**src/vmc_pkg.sv**
```systemverilog
package vmc_pkg;
   // ==========================================================
   // Register byte addresses (APB, one word each)
   localparam logic [7:0] ADDR_MON1_CTRL1  = 8'h00;
   localparam logic [7:0] ADDR_MON2_CTRL1  = 8'h04;
   localparam logic [7:0] ADDR_MON2_STATUS = 8'h08;
   localparam logic [7:0] ADDR_CMP_CTRL    = 8'h0c;
   localparam logic [7:0] ADDR_LVL_SEL     = 8'h10;
   localparam logic [7:0] ADDR_MON1_CTRL0  = 8'h14;
   localparam logic [7:0] ADDR_MON2_CTRL0  = 8'h18;
   localparam logic [7:0] ADDR_IRQ_STATUS  = 8'h1c;
   localparam logic [7:0] ADDR_IRQ_MASK    = 8'h20;
   localparam logic [7:0] ADDR_MON1_STATUS = 8'h24;
   // ==========================================================
   // Field positions
   localparam int CTRL1_IRQ_TYPE_BIT = 0;    // 1 = maskable, 0 = non-maskable
   localparam int CTRL1_COND_LSB     = 1;    // crossing condition, 2 bits
   localparam int CTRL0_RST_EN_BIT   = 0;
   localparam int CTRL0_BYPASS_BIT   = 1;
   localparam int CTRL0_DIV_LSB      = 4;
   localparam int CTRL0_RN_BIT       = 6;
   localparam int LVL1_LSB           = 0;
   localparam int LVL2_LSB           = 4;
   localparam int LVL2_W_A           = 4;    // bits 7..4 in variant A
   localparam int LVL2_W_B           = 2;    // bits 5..4 in variant B
   localparam int STAT_MON_BIT       = 0;
   localparam int STAT_DET_BIT       = 1;
   // ==========================================================
   // Reset values and timing
   localparam logic [7:0] CTRL_RESET = 8'h00;
   localparam int STAB_CYCLES_DEF    = 16;   // stabilization delay in clocks
   // Crossing condition encodings
   localparam logic [1:0] COND_RISE = 2'h0;
   localparam logic [1:0] COND_FALL = 2'h1;
   localparam logic [1:0] COND_BOTH = 2'h2;
   // Per-channel configuration carried to the channel module
   typedef struct packed {
      logic       bypass;
      logic [1:0] div_sel;
      logic [1:0] cond;
   } vmc_ch_cfg_t;
   // Per-channel results
   typedef struct packed {
      logic level;    // filtered level, 1 = at/above threshold
      logic rise;     // one-cycle crossing pulses
      logic fall;
      logic event_hit;
   } vmc_ch_out_t;
endpackage : vmc_pkg

```
**src/vmc_filter.sv**
```systemverilog
`timescale 1ns/100ps
// Sampled filter: level accepted after two matching samples.
module vmc_filter
   import vmc_pkg::*;
(
   // Clock and reset
   input  wire logic        pclk,
   input  wire logic        presetn,
   // Configuration and data
   input  wire vmc_pkg::vmc_ch_cfg_t cfg,
   input  wire logic        cmp_sync,
   // Result
   output vmc_pkg::vmc_ch_out_t res
);
   import vmc_pkg::*;
   // ==========================================================
   // State
   typedef struct packed {
      logic [2:0] div_cnt;   // sample divider
      logic       s_prev;    // last sample
      logic       level;     // accepted level
      logic       lvl_d;     // level one cycle earlier
   } vmc_flt_st_t;
   vmc_flt_st_t st_r, st_nxt;
   logic        tick;        // sample strobe
   // ==========================================================
   // Divider select: 1, 2, 4 or 8 clocks between samples
   always_comb begin
      tick = (st_r.div_cnt & ((3'h1 << cfg.div_sel) - 3'h1)) == 3'h0;
   end
   // Next state
   always_comb begin
      st_nxt         = st_r;
      st_nxt.div_cnt = st_r.div_cnt + 3'h1;
      st_nxt.lvl_d   = st_r.level;
      if (cfg.bypass) begin
         // Filter bypassed, follow comparator directly
         st_nxt.level  = cmp_sync;
         st_nxt.s_prev = cmp_sync;
      end else if (tick) begin
         st_nxt.s_prev = cmp_sync;
         if (cmp_sync == st_r.s_prev) begin
            st_nxt.level = cmp_sync;
         end
      end
   end
   always_ff @(posedge pclk or negedge presetn) begin
      if (!presetn) begin
         // Assume supply good after reset
         st_r <= '{div_cnt: 3'h0, s_prev: 1'b1, level: 1'b1, lvl_d: 1'b1};
      end else begin
         st_r <= st_nxt;
      end
   end
   // Crossing and condition decode
   always_comb begin
      res.level = st_r.level;
      res.rise  = st_r.level & ~st_r.lvl_d;
      res.fall  = ~st_r.level & st_r.lvl_d;
      case (cfg.cond)
         COND_RISE: res.event_hit = res.rise;
         COND_FALL: res.event_hit = res.fall;
         COND_BOTH: res.event_hit = res.rise | res.fall;
         default:   res.event_hit = 1'b0;
      endcase
   end
endmodule : vmc_filter

```
**src/vmc_stab.sv**
```systemverilog
`timescale 1ns/100ps
// Reset hold and release counter for one channel.
module vmc_stab
   import vmc_pkg::*;
#(
   parameter int STAB_CYCLES = STAB_CYCLES_DEF
)(
   // Clock and reset
   input  wire logic pclk,
   input  wire logic presetn,
   // Control
   input  wire logic rst_en,
   input  wire logic release_sel,
   input  wire logic level,
   // Result
   output logic      rst_out
);
   import vmc_pkg::*;
   localparam logic [15:0] LAST = 16'(STAB_CYCLES - 1);
   typedef struct packed {
      logic        active;
      logic [15:0] cnt;
      logic        lvl_d;   // level one cycle earlier, for drop detection
   } vmc_stab_st_t;
   vmc_stab_st_t st_r, st_nxt;
   // ==========================================================
   // Assert while low; release STAB_CYCLES after the chosen start
   always_comb begin
      st_nxt       = st_r;
      st_nxt.lvl_d = level;
      if (!rst_en) begin
         st_nxt.active = 1'b0;
         st_nxt.cnt    = '0;
      end else if (!st_r.active) begin
         // After-assertion mode starts only on a new drop, so a supply that
         // stays low does not retrigger the reset once it has been released
         if (!level && (!release_sel || st_r.lvl_d)) begin
            st_nxt.active = 1'b1;
            st_nxt.cnt    = '0;
         end
      end else if (!level && !release_sel) begin
         st_nxt.cnt = '0;                              // hold while below
      end else if (st_r.cnt == LAST) begin
         st_nxt.active = 1'b0;
      end else begin
         st_nxt.cnt = st_r.cnt + 16'h1;
      end
   end
   always_ff @(posedge pclk or negedge presetn) begin
      if (!presetn) begin
         st_r <= '{active: 1'b0, cnt: 16'h0, lvl_d: 1'b1};
      end else begin
         st_r <= st_nxt;
      end
   end
   assign rst_out = st_r.active;
endmodule : vmc_stab

```
**src/vmc_top.sv**
```systemverilog
`timescale 1ns/100ps
// Function
// - Variant B: per-channel NMI or maskable select
// - Variant A: requests always non-maskable
// - Ch2 condition: 00 rise, 01 fall, 10 both
// - Variant B: condition also gates event output
// - Monitor flag 0 below, 1 above/disabled
// - Variant B: ch2 source supply or external pin
// - Ch2 level field width per variant
// - Variant A: filter bypass bit per channel
// - Variant A: filter samples at div 1/2/4/8, two matches
// - Release select: after rise or after assertion
// - Variant B: event output per channel crossing
// - Sticky detection flag on any crossing of an enabled channel
// - Release after rise: hold reset while below threshold
module vmc_top
   import vmc_pkg::*;
#(
   parameter bit VARIANT_B   = 1'b1,
   parameter int STAB_CYCLES = STAB_CYCLES_DEF
)(
   // APB clock and reset
   input  wire logic        pclk,
   input  wire logic        presetn,
   // APB slave
   input  wire logic        psel,
   input  wire logic        penable,
   input  wire logic        pwrite,
   input  wire logic [7:0]  paddr,
   input  wire logic [31:0] pwdata,
   output logic [31:0]      prdata,
   output logic             pready,
   output logic             pslverr,
   // Analog comparator outputs (1 = at/above threshold)
   input  wire logic        ch1_cmp_supply,
   input  wire logic        ch2_cmp_supply,
   input  wire logic        ch2_cmp_ext,
   // Requests and threshold level outputs
   output logic             nmi_req,
   output logic             irq,
   output logic [1:0]       event_link,
   output logic [1:0]       mon_reset,
   output logic [1:0]       ch1_threshold_sel_out,
   output logic [3:0]       ch1_threshold_code
);
   import vmc_pkg::*;
   // ==========================================================
   // Register state
   typedef struct packed {
      logic [7:0]  ctrl1_1;     // monitor1_control_1
      logic [7:0]  ctrl1_2;     // monitor2_control_1
      logic [7:0]  ctrl0_1;     // monitor1_control_0
      logic [7:0]  ctrl0_2;     // monitor2_control_0
      logic [7:0]  cmp_ctrl;    // comparison_input_control
      logic [7:0]  lvl;         // detection_level_select
      logic [1:0]  det;         // sticky crossing flags
      logic [1:0]  irq_stat;    // sticky interrupt status
      logic [1:0]  irq_mask;
      logic        irq;
      logic        nmi;
      logic [1:0]  evt;
      logic [31:0] prdata;
      logic        pready;
      logic        pslverr;
      logic [1:0]  c1_s;        // synchronizer stages
      logic [1:0]  c2_s;
      logic [1:0]  cx_s;
      logic [1:0]  rst;
   } vmc_st_t;
   vmc_st_t st_r, st_nxt;
   vmc_ch_cfg_t cfg [2];
   vmc_ch_out_t res [2];
   logic [1:0]  cmp_in;
   logic [1:0]  rst_raw;
   logic [1:0]  ch_en;
   logic [1:0]  mon_flag;
   logic [1:0]  hit;
   logic [1:0]  irq_type;
   logic        rd_en;
   logic        wr_en;
   logic [31:0] rdata;
   logic        unmapped;
   // ==========================================================
   // Address validity, used by read and write paths
   function automatic logic addr_ok(input logic [7:0] a);
      addr_ok = (a <= ADDR_MON1_STATUS) && (a[1:0] == 2'h0);
   endfunction : addr_ok
   // ==========================================================
   // Channel source selection; sync stage 2 is the only reader of stage 1
   always_comb begin
      cmp_in[0] = st_r.c1_s[1];
      // External pin only exists in variant B
      if (VARIANT_B && st_r.cmp_ctrl[0]) begin
         cmp_in[1] = st_r.cx_s[1];
      end else begin
         cmp_in[1] = st_r.c2_s[1];
      end
      ch_en[0] = st_r.ctrl0_1[CTRL0_RST_EN_BIT] | st_r.ctrl1_1[7];
      ch_en[1] = st_r.ctrl0_2[CTRL0_RST_EN_BIT] | st_r.ctrl1_2[7];
      // Maskable only when variant B selects it
      irq_type[0] = VARIANT_B & st_r.ctrl1_1[CTRL1_IRQ_TYPE_BIT];
      irq_type[1] = VARIANT_B & st_r.ctrl1_2[CTRL1_IRQ_TYPE_BIT];
   end
   // Per-channel config; variant B has no filter so bypass is forced
   always_comb begin
      cfg[0].bypass  = VARIANT_B | st_r.ctrl0_1[CTRL0_BYPASS_BIT];
      cfg[0].div_sel = st_r.ctrl0_1[CTRL0_DIV_LSB +: 2];
      cfg[0].cond    = st_r.ctrl1_1[CTRL1_COND_LSB +: 2];
      cfg[1].bypass  = VARIANT_B | st_r.ctrl0_2[CTRL0_BYPASS_BIT];
      cfg[1].div_sel = st_r.ctrl0_2[CTRL0_DIV_LSB +: 2];
      cfg[1].cond    = st_r.ctrl1_2[CTRL1_COND_LSB +: 2];
   end
   // ==========================================================
   // Filter and reset timing per channel
   genvar g;
   generate
      for (g = 0; g < 2; g++) begin : g_ch
         vmc_filter u_flt (
            .pclk     (pclk),
            .presetn  (presetn),
            .cfg      (cfg[g]),
            .cmp_sync (cmp_in[g]),
            .res      (res[g])
         );
         vmc_stab #(.STAB_CYCLES(STAB_CYCLES)) u_stab (
            .pclk        (pclk),
            .presetn     (presetn),
            .rst_en      (g == 0 ? st_r.ctrl0_1[CTRL0_RST_EN_BIT]
                                 : st_r.ctrl0_2[CTRL0_RST_EN_BIT]),
            .release_sel (g == 0 ? st_r.ctrl0_1[CTRL0_RN_BIT]
                                 : st_r.ctrl0_2[CTRL0_RN_BIT]),
            .level       (res[g].level),
            .rst_out     (rst_raw[g])
         );
         // Monitor reads 1 when the channel is disabled
         assign mon_flag[g] = res[g].level | ~ch_en[g];
         assign hit[g]      = res[g].event_hit & ch_en[g];
      end
   endgenerate
   // ==========================================================
   // Read mux
   always_comb begin
      rdata = 32'h0;
      if (paddr == ADDR_MON1_CTRL1) begin
         rdata[7:0] = st_r.ctrl1_1;
      end else if (paddr == ADDR_MON2_CTRL1) begin
         rdata[7:0] = st_r.ctrl1_2;
      end else if (paddr == ADDR_MON2_STATUS) begin
         rdata[STAT_MON_BIT] = mon_flag[1];
         rdata[STAT_DET_BIT] = st_r.det[1];
      end else if (paddr == ADDR_CMP_CTRL) begin
         rdata[7:0] = st_r.cmp_ctrl;
      end else if (paddr == ADDR_LVL_SEL) begin
         rdata[7:0] = st_r.lvl;
      end else if (paddr == ADDR_MON1_CTRL0) begin
         rdata[7:0] = st_r.ctrl0_1;
      end else if (paddr == ADDR_MON2_CTRL0) begin
         rdata[7:0] = st_r.ctrl0_2;
      end else if (paddr == ADDR_IRQ_STATUS) begin
         rdata[1:0] = st_r.irq_stat;
      end else if (paddr == ADDR_IRQ_MASK) begin
         rdata[1:0] = st_r.irq_mask;
      end else if (paddr == ADDR_MON1_STATUS) begin
         rdata[STAT_MON_BIT] = mon_flag[0];
         rdata[STAT_DET_BIT] = st_r.det[0];
      end
   end
   // ==========================================================
   // Next state: APB, flags, requests
   always_comb begin
      st_nxt         = st_r;
      unmapped       = ~addr_ok(paddr);
      // Access phase completes one cycle after it is seen; one wait state
      rd_en          = psel & penable & ~pwrite & ~st_r.pready;
      wr_en          = psel & penable & pwrite & ~st_r.pready;
      st_nxt.pready  = psel & penable & ~st_r.pready;
      st_nxt.pslverr = psel & penable & ~st_r.pready & unmapped;
      st_nxt.c1_s    = {st_r.c1_s[0], ch1_cmp_supply};
      st_nxt.c2_s    = {st_r.c2_s[0], ch2_cmp_supply};
      st_nxt.cx_s    = {st_r.cx_s[0], ch2_cmp_ext};
      if (rd_en) begin
         st_nxt.prdata = rdata;
      end
      if (wr_en && !unmapped) begin
         if (paddr == ADDR_MON1_CTRL1) begin
            st_nxt.ctrl1_1 = pwdata[7:0];
         end else if (paddr == ADDR_MON2_CTRL1) begin
            st_nxt.ctrl1_2 = pwdata[7:0];
         end else if (paddr == ADDR_CMP_CTRL) begin
            st_nxt.cmp_ctrl = {7'h0, pwdata[0] & VARIANT_B};
         end else if (paddr == ADDR_LVL_SEL) begin
            // Ch2 field is 2 bits wide in variant B
            st_nxt.lvl = VARIANT_B ? {2'h0, pwdata[5:4], pwdata[3:0]}
                                   : pwdata[7:0];
         end else if (paddr == ADDR_MON1_CTRL0) begin
            st_nxt.ctrl0_1 = pwdata[7:0];
         end else if (paddr == ADDR_MON2_CTRL0) begin
            st_nxt.ctrl0_2 = pwdata[7:0];
         end else if (paddr == ADDR_IRQ_MASK) begin
            st_nxt.irq_mask = pwdata[1:0];
         end else if (paddr == ADDR_MON2_STATUS) begin
            // Writing 0 clears detection flag
            if (!pwdata[STAT_DET_BIT]) st_nxt.det[1] = 1'b0;
         end else if (paddr == ADDR_MON1_STATUS) begin
            if (!pwdata[STAT_DET_BIT]) st_nxt.det[0] = 1'b0;
         end
      end
      // Read clears status; set after clear so a coincident event wins
      if (rd_en && paddr == ADDR_IRQ_STATUS) begin
         st_nxt.irq_stat = 2'h0;
      end
      for (int i = 0; i < 2; i++) begin
         if ((res[i].rise | res[i].fall) & ch_en[i]) begin
            st_nxt.det[i] = 1'b1;
         end
         if (hit[i]) begin
            st_nxt.irq_stat[i] = 1'b1;
         end
      end
      // Non-maskable route as a pulse; maskable via status and mask
      st_nxt.nmi = |(hit & ~irq_type);
      st_nxt.irq = |(st_nxt.irq_stat & st_nxt.irq_mask & irq_type);
      st_nxt.evt = VARIANT_B ? hit : 2'h0;
      st_nxt.rst = rst_raw;
   end
   always_ff @(posedge pclk or negedge presetn) begin
      if (!presetn) begin
         st_r      <= '0;
         st_r.c1_s <= 2'h3;
         st_r.c2_s <= 2'h3;
         st_r.cx_s <= 2'h3;
      end else begin
         st_r <= st_nxt;
      end
   end
   // ==========================================================
   // Outputs straight from flip-flops
   assign prdata                = st_r.prdata;
   assign pready                = st_r.pready;
   assign pslverr               = st_r.pslverr;
   assign nmi_req               = st_r.nmi;
   assign irq                   = st_r.irq;
   assign event_link            = st_r.evt;
   assign mon_reset             = st_r.rst;
   assign ch1_threshold_code    = st_r.lvl[LVL1_LSB +: 4];
   assign ch1_threshold_sel_out = st_r.lvl[LVL2_LSB +: LVL2_W_B];
   // ==========================================================
   // Assertions
   property p_evt_variant;
      @(posedge pclk) disable iff (!presetn)
         !VARIANT_B |-> event_link == 2'h0;
   endproperty
   a_evt_variant: assert property (p_evt_variant) else $error("event in A");
   property p_nmi_only_a;
      @(posedge pclk) disable iff (!presetn)
         !VARIANT_B |-> !irq;
   endproperty
   a_nmi_only_a: assert property (p_nmi_only_a) else $error("irq in A");
   property p_det_set;
      @(posedge pclk) disable iff (!presetn)
         ((res[1].rise | res[1].fall) & ch_en[1]) |=> st_r.det[1];
   endproperty
   a_det_set: assert property (p_det_set) else $error("det not set");
   property p_mon_dis;
      @(posedge pclk) disable iff (!presetn)
         !ch_en[1] |-> mon_flag[1];
   endproperty
   a_mon_dis: assert property (p_mon_dis) else $error("monitor flag");
   property p_rise_hit;
      @(posedge pclk) disable iff (!presetn)
         (cfg[1].cond == COND_FALL && ch_en[1]) |-> !(hit[1] && res[1].rise);
   endproperty
   a_rise_hit: assert property (p_rise_hit) else $error("cond mismatch");
   property p_evt_hit;
      @(posedge pclk) disable iff (!presetn)
         (VARIANT_B && hit[1]) |=> event_link[1];
   endproperty
   a_evt_hit: assert property (p_evt_hit) else $error("no event");
   property p_mask_route;
      @(posedge pclk) disable iff (!presetn)
         (hit[1] && irq_type[1]) |=> !nmi_req || $past(hit[0]);
   endproperty
   a_mask_route: assert property (p_mask_route) else $error("nmi route");
   property p_rst_hold;
      @(posedge pclk) disable iff (!presetn)
         (rst_raw[1]) |=> mon_reset[1];
   endproperty
   a_rst_hold: assert property (p_rst_hold) else $error("reset lost");
   property p_pready;
      @(posedge pclk) disable iff (!presetn)
         (psel && penable && !pready) |=> pready;
   endproperty
   a_pready: assert property (p_pready) else $error("no pready");
   c_nmi: cover property (@(posedge pclk) disable iff (!presetn) nmi_req);
   c_irq: cover property (@(posedge pclk) disable iff (!presetn) irq);
   c_rst: cover property (@(posedge pclk) disable iff (!presetn) mon_reset[1]);
endmodule : vmc_top
```
**config.mk**
```make
export PLATFORM = sky130hd
export DESIGN_NAME = vmc_top
export DESIGN_NICKNAME = d
export VERILOG_FILES = /design/src/vmc_pkg.sv /design/src/vmc_filter.sv /design/src/vmc_stab.sv /design/src/vmc_top.sv
export SDC_FILE = /design/constraint.sdc
export NUM_CORES = 1
export LEC_CHECK = 0
export ABC_AREA = 1
export BUFFER_PORTS_ARGS = -buffer_cell sky130_fd_sc_hd__buf_2
export CAP_MARGIN = 20
export CORE_MARGIN = 2
export CORE_UTILIZATION = 57
export CTS_CLUSTER_SIZE = 28
export DETAILED_ROUTE_END_ITERATION = 10
export GPL_TIMING_DRIVEN = 0
export PLACE_DENSITY_LB_ADDON = 0.05
export SLEW_MARGIN = 5
export SYNTH_ARGS = -nofsm -noshare
export SYNTH_HDL_FRONTEND = slang
export SYNTH_SLANG_ARGS = --single-unit
```
**constraint.sdc**
```tcl
create_clock -name pclk -period 1.9 [get_ports pclk]
set_input_delay 0.095 -clock pclk [delete_from_list [all_inputs] [get_ports pclk]]
set_output_delay 0.095 -clock pclk [all_outputs]
set_load 0.01 [all_outputs]
```
# After elaboration in Yosys (flattened, before gate mapping)
# Cells that the tools add are included.
# Widths: inputs -> output; s select.
dict set report word_totals {
  mem_bits_rw 0
  latch_bits 0
  output_inout_bits 46
  n_memories 0
  register_bits 105
  elab_cells 193
  romBits 0
  inputBits 48
}
dict set report classes {
  order_cmp 1
  eq_ne 36
  n_bitwise 39
  muxes 54
  div 0
  shifts 0
  addsub 2
  n_mul 0
  reduce_logical 33
}
# operator count
set ops {}
lappend ops {{$mux 17} 6}
lappend ops {{$mux 16} 4}
lappend ops {{$mux 2} 22}
lappend ops {{$mux 8} 5}
lappend ops {{$ne 2x1->1 const B} 17}
lappend ops {{$add 16x1->16 const B} 2}
lappend ops {{$eq 16x4->1 const B} 2}
lappend ops {{$eq 8x5->1 const B} 4}
lappend ops {{$eq 8x4->1 const B} 2}
lappend ops {{$eq 8x6->1 const B} 2}
lappend ops {{$and 1x1->1} 15}
lappend ops {{$not 1->1} 14}
lappend ops {{$mux 1} 13}
lappend ops {{$mux 6} 2}
lappend ops {{$reduce_and 11->1} 1}
lappend ops {{$reduce_and 10->1} 1}
lappend ops {{$eq 8x3->1 const B} 1}
lappend ops {{$le 8x6->1 const B} 1}
lappend ops {{$logic_not 8->1} 1}
lappend ops {{$ne 4x4->1 const B} 2}
lappend ops {{$reduce_bool 2->1} 4}
lappend ops {{$logic_and 1x1->1} 7}
lappend ops {{$reduce_and 7->1} 1}
lappend ops {{$and 2x2->2} 3}
lappend ops {{other kinds (15)} 33}

# Longest topological paths before layout
dict set report depth {
  ltp_word 13
  ltp_mapped 11
  depth_no_buf 11
}

# Modules after synthesis
# Synthesis repeated with hierarchy kept, for this count alone.
dict set report unflattened {
  cells_unflattened 866
  hier_area_um2 6630.1
}
# mod area_per_inst_um2 instances cells_per_inst seq_area_each_um2
set modules_own_cells {}
lappend modules_own_cells {vmc_top 3422.0 1 404 1684.1}
lappend modules_own_cells {{vmc_stab (g_ch[0].u_stab)} 1282.5 1 189 451.7}
lappend modules_own_cells {{vmc_stab (g_ch[1].u_stab)} 1277.5 1 195 451.7}
lappend modules_own_cells {vmc_filter 324.1 2 39 153.9}

# Least setup slack after synthesis
# Ideal clock, no wire load.
dict set report synth_timing {
  path_kind {reg-to-reg}
  from {register g_ch[0].u_stab.st_r[1] in the netlist's numbering}
  to {register g_ch[0].u_stab.st_r[8] in the netlist's numbering}
  path_buffers 0
  t_required_ps 1772
  synth_period_minus_slack_ps 1621
  path_slack_ps 279
  setup_ps 128
  arrival_ps 1494
  path_stages_with_launch 10
  cell_sequence {dfrtp_1 > ha_1 > nand3_1 > inv_1 > nand3_1 > nand2_1 > nand3_1 > clkinv_1 > nand2_1 > o21ai_0}
}
dict set report synth_via {
  elab_chain_cells 5
  elab_cells_between_ends 8
  cone_classes {1 x add/sub; 2 x eq/ne; 4 x mux; 1 x reduce/logical}
}
# item line
set synth_lines {}
lappend synth_lines {{from (decl)} vmc_stab.sv:25} ;# vmc_stab_st_t st_r, st_nxt;
lappend synth_lines {{from (signal assigned)} vmc_stab.sv:51} ;# st_r <= '{active: 1'b0, cnt: 16'h0, lvl_d: 1'b1};
lappend synth_lines {{from (signal assigned)} vmc_stab.sv:53} ;# st_r <= st_nxt;
lappend synth_lines {{$add 16x1->16} vmc_stab.sv:46} ;# st_nxt.cnt = st_r.cnt + 16'h1;
lappend synth_lines {{$mux 16} vmc_stab.sv:43} ;# end else if (st_r.cnt == LAST) begin
lappend synth_lines {{$mux 16} vmc_stab.sv:41} ;# end else if (!level && !release_sel) begin
lappend synth_lines {{$mux 17} vmc_stab.sv:34} ;# end else if (!st_r.active) begin
lappend synth_lines {{$mux 17} vmc_stab.sv:31} ;# if (!rst_en) begin
# Several ways; a longest one is shown, not always the timed one. The select of a mux whose other input is x is not followed.
# A chain may end at the register's enable or synchronous reset.

==> flow_summary_export.csv <==
group,metric,value,unit
status,status,"completed",
logic_synthesis,seq_area_frac_synth,0.463,
global_route,globalRouteOverflowTotal,0,
final_layout,fillers,886,
clocking,clock-root-buffer,"clkbuf_8",
logic_synthesis,synth_common_cells,"163 x nand2_1, 95 x dfrtp_1, 61 x inv_1, 58 x nor2_1, 57 x nand3_1",
min_path,min-delay-path-class,"in -> reg",
logic_synthesis,yosysMostFrequentCell,"nand2_1",
route,vias_per_cell,5.28,
route,post-route-drc-count,0,
clocking,numCtsBuffers,9,
worst_setup_path,r2r-end,"irq$_DFF_PN0_",
worst_setup_path,ff2ff_setup_slack,0.12,ns
final_layout,num_antenna_cells,0,
route,finalWirelength,13000,um
clocking,cts_tree,"built",
logic_synthesis,syn_area,0.00570,mm^2
final_layout,layout.area.seq,0.00264,mm^2
global_route,grt_pass1_wl,22000,um
clocking,htree_num_levels,3,
logic_synthesis,ys_types,45,
die,fp.dieArea,0.0108,mm^2
worst_setup_path,path_class,"reg -> reg",
global_route,grt_max_degree,61,
min_path,min-delay-start,"pwdata[6]",
sta,setup_violations,0,
route,firstDrtPassIters,5,
final_layout,multi_input_area,0.00251,mm^2
worst_setup_path,r2r_cells,10,
final_layout,synthToLayoutAreaGrowth,14.7,%
global_route,grt_pass1_vias,4640,
die,die_y,104,um
route,wire_per_inst,14.1,um
final_layout,layout-drive-gt1-share,0.207,
worst_setup_path,worst_path_most_repeated_cell,"nor2_1",
sta,rsz0062_at_grt,"no",
logic_synthesis,synth_cells,700,
worst_setup_path,start_kind,"flop",
worst_setup_path,cp.required,2.19,ns
min_path,whs_path_depth,3,
logic_synthesis,synth_top_cell_area_share,0.417,
sta,fin_crit_sh,0.935,
die,io_pins,94,
clocking,clock_latency,0.40,ns
sta,worstMarginPinSlew,0.739,ns
final_layout,fin_nets,840,
place,place.gp.congestion,0.909,
die,rows,36,
sta,skew,0.00893,ns
final_layout,finish.utilization,0.672,
place,dp_hpwl,9600,um
sta,slew_violations,0,
worst_setup_path,worstReg2RegStart,"g_ch[1].u_flt.res[3]$_DFF_PN1_",
worst_setup_path,cp-startpoint,"g_ch[1].u_flt.res[3]$_DFF_PN1_",
clocking,clk_pin_slew_worst_paths,0.11,ns
worst_setup_path,critPathArrivalTime,2.07,ns
clocking,cts.path.max_buffers,2,
logic_synthesis,synth_warnings,0,
worst_setup_path,critical_path.cell_chain,"inv_1 > ha_1 > nor2_1 > nor2_1 > o211ai_1 > o21ai_1 > a21oi_2 > nor2_1 > nand3_1 > nand2_1",
clocking,cts_sinks,105,
logic_synthesis,synthTopCellsByArea,"dfrtp_1 42%, nand2_1 11%, buf_4 5.5%",
logic_synthesis,synth_edf_count,0,
min_path,hold-path-endpoint,"st_r[74]$_DFFE_PN0P_",
power_and_ir_drop,power_density,642,mW/mm^2
worst_setup_path,crit_slowest_cell,"dfstp_2",
worst_setup_path,endpoint_kind,"flop",
place,numPortBuffers,45,
logic_synthesis,syn_area_per_cell,8.14,um^2
die,initial_core_util,0.586,
worst_setup_path,crit_fanout,4,
power_and_ir_drop,power,4190,uW
global_route,track_usage,0.255,
logic_synthesis,synthFlopType,"dfrtp_1",
sta,period_needed,1.78,ns
route,postRouteAntennaNets,0,
sta,hold_viol_final,0,
power_and_ir_drop,leakage,0.00320,uW
die,core-area,0.00973,mm^2
route,initialDrtViolationCount,238,
worst_setup_path,cpPeakStageDelay,0.58,ns
power_and_ir_drop,vdd_drop_max,0.000621,V
global_route,antenna_found_initial,0,
logic_synthesis,synth-async-reset-ratio,1.00,
sta,max_freq,563,MHz
logic_synthesis,ys_seq_elements,105,
die,die_w,104,um
sta,slew_headroom,0.505,
route,vias,4878,
logic_synthesis,yosysTopAreaCell,"dfrtp_1",
flow_run,maxCapViolCount,0,
==> area by class of cell <==
| cell class | instances | share of cell area |
|---|---|---|
| repair buffers | 52 | 0.0482 |
| multi-input cells | 491 | 0.384 |
| plain buffers | 61 | 0.0651 |
| clock inverters | 6 | 0.0151 |
| inverters | 66 | 0.0387 |
| clock buffers | 10 | 0.0195 |
| flip-flops and latches | 105 | 0.404 |
| well taps | 133 | 0.0255 |
==> cells in the final DEF (no fill, tap or decap), types with 8 or more instances in the layout <==
cell type / count
a21oi_1: 15
nand4_1: 35
xor2_1: 16
o21ai_0: 22
buf_2: 48
nor3_1: 9
inv_1: 61
dfstp_2: 10
nand3_1: 56
clkbuf_8: 9
nor2_1: 55
clkbuf_1: 11
conb_1: 24
buf_4: 43
nand2_1: 162
o21ai_1: 27
o21ai_2: 8
dfrtp_1: 95
==> layer usage <==
layer | global-route usage | wire [um]
met2 | 0.426 | 6340
met3 | 0.0652 | 729
met5 | 0 | 0
met4 | 0.0869 | 329
met1 | 0.323 | 5650
==> report_power, final <==
group | switching [uW] | leakage (uW) | internal (uW)
Clock | 826 | 0.000116 | 768
Sequential | 16.7 | 0.00140 | 2270
Combinational | 194 | 0.00168 | 118
==> critical path: cells and delay by family (launching register included) <==
family,cells,cell delay (ns)
AO/OA/AOI/OAI,3,0.44
AND/OR/NAND/NOR,5,0.37
adder cells (fa/ha/maj),1,0.19
flip-flops,1,0.58
buffers and inverters,1,0.09
==> flip-flops by register name (all words and copies together) (netlist names), 2 cells and up <==
name                   flops
ch1_threshold_sel_out      2
cfg                        8
st_nxt                     3
g_ch.u_stab.st_r          33
ch1_threshold_code         4
mon_reset                  2
st_r                      31
g_ch.u_stab.rst_out        2
irq_type                   2
g_ch.u_flt.res             2
prdata                     8
event_link                 2
==> worst max path at each step <==
stage / to / slack, ns / cells after the start
3_3_place_gp: prdata[3]$_DFFE_PN0P_ / -0.41 / 1
3_5_place_dp: g_ch[0].u_stab.st_r[12]$_DFFE_PN0P_ / -0.12 / 9
6_report: irq$_DFF_PN0_ / 0.12 / 10
5_1_grt: g_ch[0].u_stab.st_r[9]$_DFFE_PN0P_ / 0.01 / 9
2_1_floorplan: g_ch[0].u_stab.st_r[8]$_DFFE_PN0P_ / 0.28 / 9
4_1_cts: g_ch[0].u_stab.st_r[9]$_DFFE_PN0P_ / 0.01 / 9
==> through the flow <==
step / setup slack [ns] / instance area, um^2 / TNS [ns] / std cells / hold slack (ns)
floorplan: 0.279 / 5780 / 0 / 723 / -0.201
CTS: 0.00986 / 6500 / 0 / 924 / 0.0116
global placement: -0.405 / 6180 / -38.14 / 901 / 0.199
detailed placement: -0.119 / 6210 / -0.991 / 902 / 0.141
global route: 0.0140 / 6540 / 0 / 924 / 0.0135
finish: 0.123 / 6540 / 0 / 924 / 0.0293
==> cells by family (layout without fill, tap and decap cells) <==
group                    after synthesis  count (layout)  share of synthesized area
AND/OR/NAND/NOR                      354             354                      0.286
buffers and inverters                127             195                      0.118
flip-flops                           105             105                      0.463
adder cells (fa/ha/maj)                6               6                     0.0132
XOR/XNOR                              18              18                     0.0277
other                                  1              24                   0.000658
multiplexers                           1               1                    0.00198
AO/OA/AOI/OAI                         88              88                     0.0894
==> repair_timing <==
| action | CTS | global route |
|---|---|---|
| gates resized for setup | 2 | 11 |
| endpoints found under the setup margin | 19 | 30 |
| hold buffers | 6 | 0 |
| buffers inserted | 0 | 0 |
| pin swaps | 0 | 0 |
| endpoints found under the hold margin | 43 | 0 |
Note: power is estimated with default switching activity, not from simulation.
